$ cat config.mk
export PLATFORM = sky130hd
export DESIGN_NAME = pcm_counter
export DESIGN_NICKNAME = d
export VERILOG_FILES = /design/src/verilog/pcm_pkg.sv /design/src/verilog/pcm_edge_sync.sv /design/src/verilog/pcm_counter.sv
export VERILOG_INCLUDE_DIRS = /design/src /design/src/verilog
export SDC_FILE = /design/constraint.sdc
export NUM_CORES = 1
export LEC_CHECK = 0
export ABC_AREA = 1
export BUFFER_PORTS_ARGS = -buffer_cell sky130_fd_sc_hd__buf_4
export CAP_MARGIN = 25
export CORE_ASPECT_RATIO = 0.6
export CORE_MARGIN = 8
export CORE_UTILIZATION = 43
export DETAILED_ROUTE_END_ITERATION = 6
export PLACE_DENSITY = 0.64
export SYNTH_ARGS = -nofsm -noshare
export SYNTH_HDL_FRONTEND = slang
export SYNTH_SLANG_ARGS = --single-unit
$ cat constraint.sdc
create_clock -name clk_sys -period 9.76 [get_ports clk_sys]
set_input_delay 0.976 -clock clk_sys [delete_from_list [all_inputs] [get_ports clk_sys]]
set_output_delay 0.976 -clock clk_sys [all_outputs]
set_load 0.03 [all_outputs]
$ cat src/verilog/pcm_cfg.svh
// constants of the abc pulse counter core
`ifndef PCM_CFG_SVH
`define PCM_CFG_SVH
`define PCM_CNT_W 32
`define PCM_ZERO 32'h0000_0000
`define PCM_ONE 32'h0000_0001
`define PCM_SYNC_RST 3'h0
`define PCM_CLK_HZ 50000000
`endif

$ cat src/verilog/pcm_pkg.sv
// types of the abc pulse counter core
package pcm_pkg;
  // a and b counting modes
  typedef enum logic [2:0] {
    PCM_AB_X1 = 3'b000,
    PCM_AB_X2 = 3'b001,
    PCM_AB_X4 = 3'b010,
    PCM_AB_SUM = 3'b011,
    PCM_AB_DIFF = 3'b100,
    PCM_AB_INDEP = 3'b101,
    PCM_AB_CNTDIR = 3'b110
  } pcm_ab_e;
  // c control functions
  typedef enum logic [1:0] {
    PCM_C_NONE = 2'b00,
    PCM_C_CAPTURE = 2'b01,
    PCM_C_GATE = 2'b10,
    PCM_C_COUNT = 2'b11
  } pcm_c_e;
  // one mode setting selects both functions
  typedef struct packed {
    pcm_ab_e ab;
    pcm_c_e c;
  } pcm_mode_s;
  typedef struct packed {
    logic a_rise;
    logic a_fall;
    logic b_rise;
    logic b_fall;
    logic c_rise;
    logic c_fall;
    logic a_lvl;
    logic b_lvl;
  } pcm_edge_s;
  typedef struct packed {
    logic [31:0] pri;
    logic [31:0] sec;
    logic [31:0] ccnt;
  } pcm_cnt_s;
endpackage

$ cat src/verilog/pcm_edge_sync.sv
// three-stage input synchroniser and edge detector for a, b, c
`timescale 1ns/100ps
`include "pcm_cfg.svh"
module pcm_edge_sync (
  input wire logic clk_sys,
  input wire logic rst_n,
  input wire logic [2:0] pins,
  output pcm_pkg::pcm_edge_s edges
);
  typedef struct packed {
    logic [2:0] s1;
    logic [2:0] s2;
    logic [2:0] s3;
  } pcm_sync_s;
  pcm_sync_s st_q;
  pcm_sync_s st_d;

  // ------------------------------------------------------------
  // sampling chain
  // ------------------------------------------------------------
  always_comb begin
    st_d = st_q;
    st_d.s1 = pins;
    st_d.s2 = st_q.s1;
    st_d.s3 = st_q.s2;
  end

  always_ff @(posedge clk_sys) begin
    if (!rst_n) begin
      st_q <= {`PCM_SYNC_RST, `PCM_SYNC_RST, `PCM_SYNC_RST};
    end else begin
      st_q <= st_d;
    end
  end

  // one pulse per edge
  // an edge counts once stage two and three disagree; stage one is never read here
  always_comb begin
    edges.a_rise = st_q.s2[0] & ~st_q.s3[0];
    edges.a_fall = ~st_q.s2[0] & st_q.s3[0];
    edges.b_rise = st_q.s2[1] & ~st_q.s3[1];
    edges.b_fall = ~st_q.s2[1] & st_q.s3[1];
    edges.c_rise = st_q.s2[2] & ~st_q.s3[2];
    edges.c_fall = ~st_q.s2[2] & st_q.s3[2];
    edges.a_lvl = st_q.s3[0];
    edges.b_lvl = st_q.s3[1];
  end
endmodule // pcm_edge_sync

$ cat src/verilog/pcm_counter.sv
// abc pulse counter core: quadrature, combined and independent counting with c control
// Function
// - a lagging b counts up
// - x1 counts on a edges, b low
// - x2 counts on both a edges
// - x4 counts on every a, b edge
// - sum mode adds both rising edges
// - difference mode adds a, subtracts b
// - independent mode, b counts secondary
// - a counts, b gives direction
// - c falling edge captures both counters
// - capture leaves counters running
// - primary gate holds count since last c
// - secondary gate holds count since last c
// - gate update never clears counters
// - secondary gate only in independent mode
// - c functions run beside ab counting
// - one mode setting selects both functions
// - c count mode counts c pulses
`timescale 1ns/100ps
`include "pcm_cfg.svh"
module pcm_counter (
  input wire logic clk_sys,
  input wire logic rst_n,
  input wire logic pin_a,
  input wire logic pin_b,
  input wire logic pin_c,
  input pcm_pkg::pcm_mode_s mode,
  output pcm_pkg::pcm_cnt_s counts,
  output logic [`PCM_CNT_W-1:0] cap_pri,
  output logic [`PCM_CNT_W-1:0] cap_sec,
  output logic [`PCM_CNT_W-1:0] gate_pri,
  output logic [`PCM_CNT_W-1:0] gate_sec
);
  typedef struct packed {
    pcm_pkg::pcm_cnt_s cnt;
    logic [`PCM_CNT_W-1:0] cap_pri;
    logic [`PCM_CNT_W-1:0] cap_sec;
    logic [`PCM_CNT_W-1:0] gate_pri;
    logic [`PCM_CNT_W-1:0] gate_sec;
    logic [`PCM_CNT_W-1:0] prev_pri;
    logic [`PCM_CNT_W-1:0] prev_sec;
  } pcm_state_s;

  pcm_state_s st_q;
  pcm_state_s st_d;
  pcm_pkg::pcm_edge_s ed;
  logic pri_up;
  logic pri_dn;
  logic pri_up2;
  logic sec_up;

  pcm_edge_sync u_sync (
    .clk_sys(clk_sys),
    .rst_n(rst_n),
    .pins({pin_c, pin_b, pin_a}),
    .edges(ed)
  );

  // ------------------------------------------------------------
  // count decode per mode
  // ------------------------------------------------------------
  // in sum and difference modes a and b edges may land in the same cycle,
  // so two separate step terms keep both counts
  always_comb begin
    pri_up = 1'b0;
    pri_dn = 1'b0;
    pri_up2 = 1'b0;
    sec_up = 1'b0;
    case (mode.ab)
      pcm_pkg::PCM_AB_X1: begin
        pri_dn = ed.a_rise & ~ed.b_lvl;
        pri_up = ed.a_fall & ~ed.b_lvl;
      end
      pcm_pkg::PCM_AB_X2: begin
        pri_dn = (ed.a_rise & ~ed.b_lvl) | (ed.a_fall & ed.b_lvl);
        pri_up = (ed.a_rise & ed.b_lvl) | (ed.a_fall & ~ed.b_lvl);
      end
      pcm_pkg::PCM_AB_X4: begin
        pri_dn = (ed.a_rise & ~ed.b_lvl) | (ed.b_rise & ed.a_lvl)
               | (ed.a_fall & ed.b_lvl) | (ed.b_fall & ~ed.a_lvl);
        pri_up = (ed.a_rise & ed.b_lvl) | (ed.b_rise & ~ed.a_lvl)
               | (ed.a_fall & ~ed.b_lvl) | (ed.b_fall & ed.a_lvl);
      end
      pcm_pkg::PCM_AB_SUM: begin
        pri_up = ed.a_rise;
        pri_up2 = ed.b_rise;
      end
      pcm_pkg::PCM_AB_DIFF: begin
        pri_up = ed.a_rise;
        pri_dn = ed.b_rise;
      end
      pcm_pkg::PCM_AB_INDEP: begin
        pri_up = ed.a_rise;
        sec_up = ed.b_rise;
      end
      pcm_pkg::PCM_AB_CNTDIR: begin
        pri_up = ed.a_rise & ~ed.b_lvl;
        pri_dn = ed.a_rise & ed.b_lvl;
      end
      default: begin
        pri_up = 1'b0;
      end
    endcase
  end

  // ------------------------------------------------------------
  // next state
  // ------------------------------------------------------------
  always_comb begin
    st_d = st_q;
    st_d.cnt.pri = st_q.cnt.pri + (pri_up ? `PCM_ONE : `PCM_ZERO)
                 + (pri_up2 ? `PCM_ONE : `PCM_ZERO) - (pri_dn ? `PCM_ONE : `PCM_ZERO);
    st_d.cnt.sec = st_q.cnt.sec + (sec_up ? `PCM_ONE : `PCM_ZERO);
    if (mode.c == pcm_pkg::PCM_C_COUNT && ed.c_rise) begin
      st_d.cnt.ccnt = st_q.cnt.ccnt + `PCM_ONE;
    end
    case (mode.c)
      pcm_pkg::PCM_C_CAPTURE: begin
        if (ed.c_fall) begin
          st_d.cap_pri = st_q.cnt.pri;
          st_d.cap_sec = st_q.cnt.sec;
        end
      end
      pcm_pkg::PCM_C_GATE: begin
        if (ed.c_fall) begin
          st_d.gate_pri = st_q.cnt.pri - st_q.prev_pri;
          st_d.prev_pri = st_q.cnt.pri;
          if (mode.ab == pcm_pkg::PCM_AB_INDEP) begin
            st_d.gate_sec = st_q.cnt.sec - st_q.prev_sec;
          end
          st_d.prev_sec = st_q.cnt.sec;
        end
      end
      default: begin
        st_d.prev_pri = st_q.prev_pri;
      end
    endcase
  end

  always_ff @(posedge clk_sys) begin
    if (!rst_n) begin
      st_q <= '0;
    end else begin
      st_q <= st_d;
    end
  end

  assign counts = st_q.cnt;
  assign cap_pri = st_q.cap_pri;
  assign cap_sec = st_q.cap_sec;
  assign gate_pri = st_q.gate_pri;
  assign gate_sec = st_q.gate_sec;
endmodule // pcm_counter

==> results of run 1 <==
-- state kept, by name, indices dropped and copies added (netlist names) --
register and count:
counts 96, st_q 64, cap_pri 32, cap_sec 32, gate_pri 32, gate_sec 32
u_sync.st_d 6, u_sync.edges 2, u_sync.st_q 1
-- metrics by stage --
stage / power (W) / hold slack (ns)
after detailed placement: 0.003917 / 0.4091
after floorplan: 0.003228 / 0.3905
after global placement: 0.003905 / 0.4033
after global routing: 0.005719 / 0.4349
after CTS: 0.005302 / 0.4171
final: 0.005311 / 0.4120
-- worst min-delay path, stage by stage (launching register included) --
cell,delay (ns)
dfxtp_1,0.30
nand2_1,0.05
inv_1,0.04
-- area by class of cell --
cell class	count	area, um^2
fillers	4722	23530
clock buffers	46	975.9
inverters	531	1993
well taps	589	737.0
multi-input cells	2012	9844
clock inverters	15	202.7
flip-flops and latches	297	5946
repair buffers	240	1818
-- metal layers --
layer | part of all wire [%] | global-route usage (%) | vias to the layer above
met1 | 53 | 36.33 | 8481
met3 | 7.9 | 4.714 | 59
met2 | 38 | 30.40 | 604
met4 | 1.7 | 4.350 | 0
li1 | - | - | 9540
met5 | 0 | 0 | -
-- cells in the final DEF (no fill, tap or decap), drive strengths merged --
cell type  Yosys  final
nor3b          4      4
xor2          31     31
bufinv         0      3
buf          239    240
o31a           1      1
a31o           1      1
nor3          58     58
a21boi         2      2
dfxtp        297    297
ha            96     96
a31oi          4      4
o21a           9      9
clkbuf        58     46
inv          529    533
and2           4      4
nor2         348    348
and3           3      3
nand3        130    130
o211ai         4      4
nand4         20     20
clkinvlp       0      3
a211oi         2      2
a21oi        266    266
a21o           2      2
o21bai         8      8
fa             4      4
nand2        762    762
clkinv         2      7
nand3b         6      6
nand2b         1      1
nor4           5      5
o21ai        226    226
or2            4      4
xnor2         10     10
o2111ai        1      1
-- report_power, final --
group / switching (W) / internal (W)
sequential: 0.000148 / 0.00128
combinational: 0.00173 / 0.000789
clock: 0.000572 / 0.000794
total: 0.00245 / 0.00287
-- final timing paths --
path,slack [ns],from,to,cells past startpoint
worst min-delay path,0.41,u_sync.st_d[4],u_sync.st_d[1],2
worst max-delay path,5.96,mode[2],counts[84],19
worst max register to register,6.10,u_sync.edges[0],counts[84],18
worst min register to register,0.41,u_sync.st_d[4],u_sync.st_d[1],2
-- synth_stat cells (5+ instances only) --
| master | n | area share (%) |
|---|---|---|
| buf_4 | 225 | 8.6 |
| nor3_1 | 56 | 1.4 |
| dfxtp_1 | 297 | 30 |
| nand4_1 | 19 | 0.60 |
| nor4_1 | 5 | 0.16 |
| ha_1 | 96 | 6.1 |
| nand3_1 | 128 | 3.2 |
| nand3b_1 | 6 | 0.23 |
| o21bai_1 | 8 | 0.30 |
| inv_1 | 529 | 10 |
| buf_2 | 12 | 0.30 |
| clkbuf_1 | 58 | 1.1 |
| a21oi_1 | 266 | 6.7 |
| xor2_1 | 31 | 1.4 |
| nand2_1 | 761 | 14 |
| nor2_1 | 342 | 6.5 |
| o21a_1 | 9 | 0.34 |
| o21ai_0 | 225 | 5.7 |
| nor2_2 | 5 | 0.16 |
| xnor2_1 | 10 | 0.44 |
-- kinds of logic after synthesis --
| logic type | share of synthesized area (%) |
|---|---|
| DFF | 30.12 |
| buffers and inverters | 20.10 |
| AOI/OAI and AO/OA | 13.76 |
| adders and majority gates | 6.491 |
| and+or+nand+nor | 27.71 |
| xor gates and xnor gates | 1.819 |
==> impl_results.md, run 1 <==
- Die area: 0.05324 mm^2
- Post_cts resized: 0
- Vias per std cell: 5.009
- Cell area after layout: 0.02152 mm^2
- Post-CTS Setup Inserts: 0
- Post-DP Area: 0.02032 mm^2
- Fin cells: 3730
- CTS tree: yes
- Remaining antenna violation count after routing: 0
- CP Launch Type: input port
- Worst-skew pair later-pin latency: 0.55 ns
- Vias: 18680
- Clk_skew: 0.02833 ns
- Share of cells above drive strength 1: 10.06%
- Die Span X: 292.6 um
- Area grow syn2layout: 9.007%
- Buf/Inv on CP: 2
- Final TNS setup: 0 ns
- Fin. Hold Viols: 0
- Cell Rows: 60
- Critical Path AT: 4.24 ns
- Worst Setup Slack, final: 5.957 ns
- Largest net degree at the start of global routing: 117
- Core footprint: 0.04504 mm^2
- Vias in the first global route: 16870
- CP max stage cell: fa_1
- Pre-CTS setup slack: 5.531 ns
- Hold crit path type: register to register
- #FFs+latches synth: 297
- Initial Utilization: 43.82%
- MaxCap Viol Count: 0
- Cell family with most CP delay: adder cells
- Final Wtd Congestion: 0.9359
- Post-DR wirelength/cell: 17.02 um
- Post-synthesis cell area: 0.01974 mm^2
- Synth Instances: 3137
- Overall Global Routing Usage: 22.77%
- Grt total ovfl: 0
- Mean Syn Cell Area: 6.292 um^2
- Inst Count DP: 3668
- Worst-path maximum fanout: 5
- Pins Over Slew Limit: 0
- CP max stage delay: 0.44 ns
- Synth cell types: 43
- RSZ-0062 raised after global routing: no
- P per Cell Area: 246.8 mW/mm^2
- Pre-antenna DRT Iters: 5
- Data required time of the worst path: 10.20 ns
- Clk buf depth: 3
- TritonCTS Buffers: 34
- Detailed placer's ending HPWL: 50.45 mm
- Drt total wl: 63.48 mm
- Post-synth EDFFs: 0
- Vert. Die Dim: 182.0 um
- Critical Path Most Common Cell: nand2_1
- Worst-path clk slew: 0.06 ns
- Asr flop ratio synth: 0%
- Critical-path cell list: buf_4 > inv_1 > nor3_1 > o21ai_0 > o211ai_1 > a21oi_1 > ha_1 > fa_1 > fa_1 > o21ai_0 > nand2_1 > nand2_1 > nand2_1 > nand2_1 > nand2_1 > nand2_1 > nand2_1 > nand2_1 > nor2_1
- First-pass GRT wire length: 97.26 mm
- CTS Hold Bufs: 0
- Setup violations, final: 0
- Number of I/O pins: 234
- Initial antenna violation count: 0
- Clk sinks: 297
- Port bufs: 233
- Crit. End Element: register
- Mapped Nets: 3247
- Remaining DRCs: 0
- Antenna diodes: 0
- CTS Root Cell: clkbuf_16
- Pleak: 10.79 nW
- H-tree depth: 2
- Main flop type after synthesis: dfxtp_1
- Worst-Margin Slew: 0.9705 ns
- Util after Layout: 47.77%
- FMAX: 262.9 MHz
- Final cycle utilization of the critical path: 38.97%
- Crit path time final: 3.803 ns
- Rel. slew slack: 35.30%
- Sequential area share after synthesis: 30.12%
- Maximum VDD drop: 122.1 uV
- Ys Warns: 0
- 1st-iter DRT viols: 1736
- WS Path Type: input port to register
- Nets: 3226
- Status: finished clean
Power figures use the tool's default switching activity.
==> run 2, diff against run 1 <==
- clock period: 9.76 -> 3.7 ns (I/O delays scaled with it)
==> impl_results.md, run 2 (synthesis gave the netlist of run 1 again) <==
- WS Path Type: register to register (was input port to register)
- CP max stage delay: 0.45 ns (was 0.44 ns)
- Area grow syn2layout: 9.020% (was 9.007%)
- Critical Path Most Common Cell: nand2_1 (unchanged)
- Final Wtd Congestion: 0.9391 (was 0.9359)
- Vias in the first global route: 16860 (was 16870)
- Data required time of the worst path: 4.23 ns (was 10.20 ns)
- Setup violations, final: 0 (unchanged)
- Worst-skew pair later-pin latency: 0.60 ns (was 0.55 ns)
- Layout filler cell count: 4773 (was 4722)
- Post-DP Area: 0.02045 mm^2 (was 0.02032 mm^2)
- Port bufs: 233 (unchanged)
- RSZ-0062 raised after global routing: no (unchanged)
- Vert. Die Dim: 182.0 um (unchanged)
- R2R setup slack: 0.37 ns (was 6.10 ns)
- Maximum VDD drop: 366.9 uV (was 122.1 uV)
- Die area: 0.05324 mm^2 (unchanged)
- Critical-path cell list: inv_1 > nand3_1 > a21boi_1 > o211ai_1 > a21oi_1 > ha_1 > fa_1 > fa_1 > o21ai_2 > nand2_1 > nand2_1 > nand2_1 > nand2_1 > nand2_1 > nand3_1 > nand2_1 > nor2_1 (was buf_4 > inv_1 > nor3_1 > o21ai_0 > o211ai_1 > a21oi_1 > ha_1 > fa_1 > fa_1 > o21ai_0 > nand2_1 > nand2_1 > nand2_1 > nand2_1 > nand2_1 > nand2_1 > nand2_1 > nand2_1 > nor2_1)
- Largest register FFs: 96 (unchanged)
- P per Cell Area: 634.7 mW/mm^2 (was 246.8 mW/mm^2)
- Remaining antenna violation count after routing: 0 (unchanged)
- Largest net degree at the start of global routing: 174 (was 117)
- Worst-Margin Slew: 0.9170 ns (was 0.9705 ns)
- Post-DR wirelength/cell: 17.02 um (about the same)
- Critical Path AT: 3.87 ns (was 4.24 ns)
- Worst-path maximum fanout: 5 (unchanged)
- TritonCTS Buffers: 31 (was 34)
- Pleak: 10.81 nW (was 10.79 nW)
- Drt total wl: 63.61 mm (was 63.48 mm)
- Post-CTS Setup Inserts: 0 (unchanged)
- Fin cells: 3738 (was 3730)
- Power, Total: 0.01366 W (was 0.005311 W)
- Buf/Inv on CP: 1 (was 2)
- Antenna diodes: 0 (unchanged)
- Final TNS setup: 0 ns (unchanged)
- FMAX: 300.1 MHz
- Die Span X: 292.6 um (unchanged)
- Hold crit path type: input port to register (was register to register)
- Detailed placer's ending HPWL: 50.82 mm (was 50.45 mm)
- Core footprint: 0.04504 mm^2 (unchanged)
- MaxCap Viol Count: 0 (unchanged)
- Most frequent cells in the layout: 761 x nand2_1, 529 x inv_1, 342 x nor2_1 (unchanged)
- Rel. slew slack: 38.86% (was 35.30%)
- CTS tree: yes (unchanged)
- Number of I/O pins: 234 (unchanged)
- Area taken by multi-input logic gates: 0.009848 mm^2 (was 0.009844 mm^2)
- Grt total ovfl: 0 (unchanged)
- CP max stage cell: fa_1 (unchanged)
- Clk buf depth: 3 (unchanged)
- CTS Root Cell: clkbuf_16 (unchanged)
- First-pass GRT wire length: 97.84 mm (was 97.26 mm)
- Worst-path clk slew: 0.07 ns (was 0.06 ns)
- CP Launch Type: register (was input port)
- Cell Rows: 60 (unchanged)
- Fin. Hold Viols: 0 (unchanged)
- Crit. End Element: register (unchanged)
- Pins Over Slew Limit: 0 (unchanged)
- Most common cell after layout, fill and taps aside: nand2_1 (unchanged)
- Share of cells above drive strength 1: 10.19% (was 10.06%)
- Cell family with most CP delay: adder cells (unchanged)
- Register Area: 0.005946 mm^2 (unchanged)
- Nets: 3237 (was 3226)
- Clk sinks: 297 (unchanged)
- Final cycle utilization of the critical path: 90.07%
- Worst Setup Slack, final: 0.3675 ns (was 5.957 ns)
- Cell area after layout: 0.02152 mm^2 (about the same)
- Pre-antenna DRT Iters: 6 (was 5)
- Inst Count DP: 3681 (was 3668)
- Initial Utilization: 43.82% (unchanged)
- Clk_skew: 0.01280 ns (was 0.02833 ns)
- H-tree depth: 1 (was 2)
- Initial antenna violation count: 0 (unchanged)
- Overall Global Routing Usage: 22.89% (was 22.77%)
- Vias per std cell: 5.010 (was 5.009)
- Vias: 18730 (was 18680)
- Status: finished clean (unchanged)
- Remaining DRCs: 0 (unchanged)
- 1st-iter DRT viols: 1772 (was 1736)
- Pre-CTS setup slack: 0.06636 ns (was 5.531 ns)
- Crit path time final: 3.332 ns
==> run 2: changes by cell type in the layout (fill, tap and decap cells not counted), moves of 2 or more <==
cell           before  now
dlygate4sd3_1       0    2
clkbuf_1            4    6
clkinvlp_4          3    1
buf_4             238  248
clkbuf_16          34   31
buf_12              1    3
==> run 2: path summary, 6_finish.rpt <==
path | startpoint | endpoint | cells past startpoint
max | u_sync.edges[0] | counts[92] | 17
min | pin_c | u_sync.st_d[5] | 3
max reg2reg | u_sync.edges[0] | counts[92] | 17
min reg2reg | u_sync.st_d[3] | u_sync.st_d[0] | 2
==> run 2: cell type report <==
cell class                      count  area share (%)
Clock buffer                       44           4.157
Clock inverter                     11          0.6861
Sequential cell                   297           27.63
Timing Repair Buffer              254           9.076
Multi-Input combinational cell   2012           45.76
Inverter                          531           9.262
Tap cell                          589           3.425
==> run 2: per-layer routing <==
metal | vias up | track usage (%) | part of all wire, %
met4 | 0 | 4.271 | 1.9
met3 | 63 | 4.214 | 7.5
li1 | 9567 | - | -
met2 | 606 | 30.20 | 37
met5 | - | 0 | 0
met1 | 8490 | 37.14 | 54
==> run 2: stage by stage <==
stage	util (%)	hold WS [ns]
after floorplan	-	0.3905
after global placement	45.41	0.3986
after detailed placement	45.41	0.4045
after CTS	47.77	0.02437
after global routing	47.78	0.02643
final	47.78	0.02199
==> run 2: worst register-to-register path, delay by kind of cell (launching register included) <==
| family | cells | cell delay, ns |
|---|---|---|
| adder cells (fa/ha/maj) | 3 | 1.17 |
| buffers and inverters | 1 | 0.10 |
| flip-flops | 1 | 0.38 |
| AO/OA/AOI/OAI | 4 | 0.77 |
| AND/OR/NAND/NOR | 9 | 0.86 |
==> run 2: repair_timing <==
item	4_1_cts	5_1_grt
hold buffers	2	0
hold endpoints to repair	2	0
gates resized for setup	0	3
endpoints found under the setup margin	0	10
==> run 2: power by group <==
group	total, W	leakage, nW	internal (W)	switching (W)
Combinational	0.00659	7.89	0.00208	0.00451
Clock	0.00329	0.515	0.00189	0.00140
Sequential	0.00378	2.41	0.00338	0.000395
Total	0.0137	10.8	0.00735	0.00630
==> run 3, diff against run 2 <==
- REMOVE_ABC_BUFFERS: not set -> 1
- SETUP_SLACK_MARGIN: not set -> 0.5
==> impl_results.md, run 3 (synthesis gave the netlist of run 1 again) <==
- Detailed placer's ending HPWL: 47.91 mm (was 50.82 mm)
- Share of cells above drive strength 1: 10.64% (was 10.19%)
- WS Path Type: register to register (unchanged)
- Clk sinks: 297 (unchanged)
- Pins Over Slew Limit: 0 (unchanged)
- R2R setup slack: 0.66 ns (was 0.37 ns)
- CTS tree: yes (unchanged)
- Hold wc startpoint: pin_b (was pin_c)
- Final cycle utilization of the critical path: 82.12% (was 90.07%)
- Area grow syn2layout: 9.831% (was 9.020%)
- Worst-path maximum fanout: 6 (was 5)
- Final Wtd Congestion: 0.9636 (was 0.9391)
- Overall Global Routing Usage: 22.14% (was 22.89%)
- Vias: 18640 (was 18730)
- Status: finished with violations (was finished clean)
- Drt total wl: 61.27 mm (was 63.61 mm)
- Clk_skew: 0.03547 ns (was 0.01280 ns)
- Vias in the first global route: 16980 (was 16860)
- First-pass GRT wire length: 95.81 mm (was 97.84 mm)
- Setup violations, final: 0 (unchanged)
- Launch point of the worst reg-to-reg path: u_sync.edges[1] (was u_sync.edges[0])
- Vias per std cell: 4.987 (was 5.010)
- Remaining DRCs: 3 (was 0)
- TritonCTS Buffers: 34 (was 31)
- Clk buf depth: 3 (unchanged)
- Cell Rows: 60 (unchanged)
- Crit path time final: 3.039 ns (was 3.332 ns)
- Nets: 3235 (was 3237)
- Initial antenna violation count: 0 (unchanged)
- Uppermost routed layer: met4 (unchanged)
- Data required time of the worst path: 4.14 ns (was 4.23 ns)
- Fin cells: 3738 (unchanged)
- Antenna diodes: 0 (unchanged)
- Maximum VDD drop: 389.5 uV (was 366.9 uV)
- RSZ-0062 raised after global routing: no (unchanged)
- Worst-skew pair later-pin latency: 0.55 ns (was 0.60 ns)
- Die Span X: 292.6 um (unchanged)
- Inst Count DP: 3677 (was 3681)
- Reg2reg end: counts[84] (was counts[92])
- MaxCap Viol Count: 0 (unchanged)
- Fin. Hold Viols: 0 (unchanged)
- Hold path depth: 3 (unchanged)
- Crit. End Element: register (unchanged)
- Worst reg2reg path depth: 19 (was 17)
- CP Launch Type: register (unchanged)
- 1st-iter DRT viols: 1623 (was 1772)
- Post-DR wirelength/cell: 16.39 um (was 17.02 um)
- Remaining antenna violation count after routing: 0 (unchanged)
- Failing checks: design-rule violations
- Worst-Margin Slew: 0.8510 ns (was 0.9170 ns)
- Initial Utilization: 43.82% (unchanged)
- Hold crit path type: input port to register (unchanged)
- Hold Slack: 0.04229 ns (was 0.02199 ns)
- Pleak: 10.86 nW (was 10.81 nW)
- Metal-1 WL: 31.06 mm (was 34.29 mm)
- Critical Path AT: 3.48 ns (was 3.87 ns)
- Number of I/O pins: 234 (unchanged)
- Power, Total: 0.01410 W (was 0.01366 W)
- Pre-antenna DRT Iters: 7 (was 6)
- Final TNS setup: 0 ns (unchanged)
- Util after Layout: 48.13% (was 47.78%)
- Largest net degree at the start of global routing: 166 (was 174)
- Worst-path clk slew: 0.06 ns (was 0.07 ns)
- Most frequent cells in the layout: 758 x nand2_1, 527 x inv_1, 341 x nor2_1 (was 761 x nand2_1, 529 x inv_1, 342 x nor2_1)
- P per Cell Area: 650.2 mW/mm^2 (was 634.7 mW/mm^2)
- CTS Hold Bufs: 0 (was 2)
- Core footprint: 0.04504 mm^2 (unchanged)
- Layout filler cell count: 4677 (was 4773)
- Vert. Die Dim: 182.0 um (unchanged)
- Die area: 0.05324 mm^2 (unchanged)
- H-tree depth: 2 (was 1)
- CTS Root Cell: clkbuf_16 (unchanged)
- Port bufs: 233 (unchanged)
- Most common cell after layout, fill and taps aside: nand2_1 (unchanged)
- WL met3: 5.093 mm (was 4.772 mm)
- Grt total ovfl: 0 (unchanged)
- Rel. slew slack: 43.08% (was 38.86%)
- Largest register FFs: 96 (unchanged)
- WHS Endpoint: u_sync.st_d[4] (was u_sync.st_d[5])
- Met2 routed WL: 24.28 mm (was 23.32 mm)
- FMAX: 329.1 MHz (was 300.1 MHz)
## run 3: changes by cell type in the layout (fill, tap and decap cells not counted), moves of 3 or more
cell       previous run  this run
buf_4               248       243
clkbuf_16            31        35
nand2_1             761       758
nand2_2               1         4
## run 3: layer usage
metal | vias to the layer above | global-route usage, %
li1 | 9566 | -
met1 | 8450 | 33.43
met2 | 569 | 32.07
met3 | 57 | 4.823
met4 | 0 | 3.599
met5 | - | 0
## run 3: worst max-delay path, cell delays in order, from the launching register on
cell and delay (ns):
dfxtp_2 0.41, nor2_4 0.07, nand2_1 0.08, inv_1 0.05, a21oi_1 0.13, o211ai_1 0.10
a21oi_1 0.14, ha_1 0.26, fa_2 0.41, fa_2 0.44, o21ai_4 0.16, nand2_1 0.09
nand2_2 0.14, nand2_1 0.08, nand2_2 0.10, nand2_1 0.07, nand2_1 0.08, nand2_1 0.05
nand2_1 0.06, nor2_1 0.05
## run 3: area by class of cell
class                      instances  area, um^2  share of cell area, %
multi-input combinational       2012        9891                  45.62
sequential                       297        5948                  27.44
inverter                         531        1994                  9.200
timing repair buffer             249        1936                  8.928
clock buffer                      48       984.7                  4.542
tap                              589       737.0                  3.399
clock inverter                    12       188.9                 0.8715
## run 3: worst max-delay path by stage
stage	startpoint	endpoint	slack, ns	cells past startpoint
after floorplan	u_sync.st_q[2]	cap_pri[31]	-0.56	7
after global placement	mode[2]	counts[92]	0.11	15
after detailed placement	mode[2]	counts[84]	-0.07	17
after CTS	u_sync.edges[0]	counts[84]	0.52	18
after global routing	u_sync.edges[1]	counts[84]	0.48	19
final	u_sync.edges[1]	counts[84]	0.66	19
## run 3: timing repair
item	CTS	global route
setup endpoints to repair	11	15
hold endpoints to repair	0	0
resized for setup	6	13
pin swaps	0	4
buffers inserted	0	1
## run 3: through the flow
stage | setup slack [ns] | instance area [um^2]
2_1_floorplan | -0.5577 | 17760
6_report | 0.6614 | 21680
4_1_cts | 0.5235 | 21630
3_5_place_dp | -0.06815 | 20450
5_1_grt | 0.4826 | 21680
3_3_place_gp | 0.1068 | 20450
## run 3: report_power, final
group | switching (W) | leakage (nW) | total [W] | internal (W)
Clock | 0.00146 | 0.574 | 0.00361 | 0.00215
Sequential | 0.000440 | 2.41 | 0.00383 | 0.00338
Combinational | 0.00453 | 7.88 | 0.00666 | 0.00213
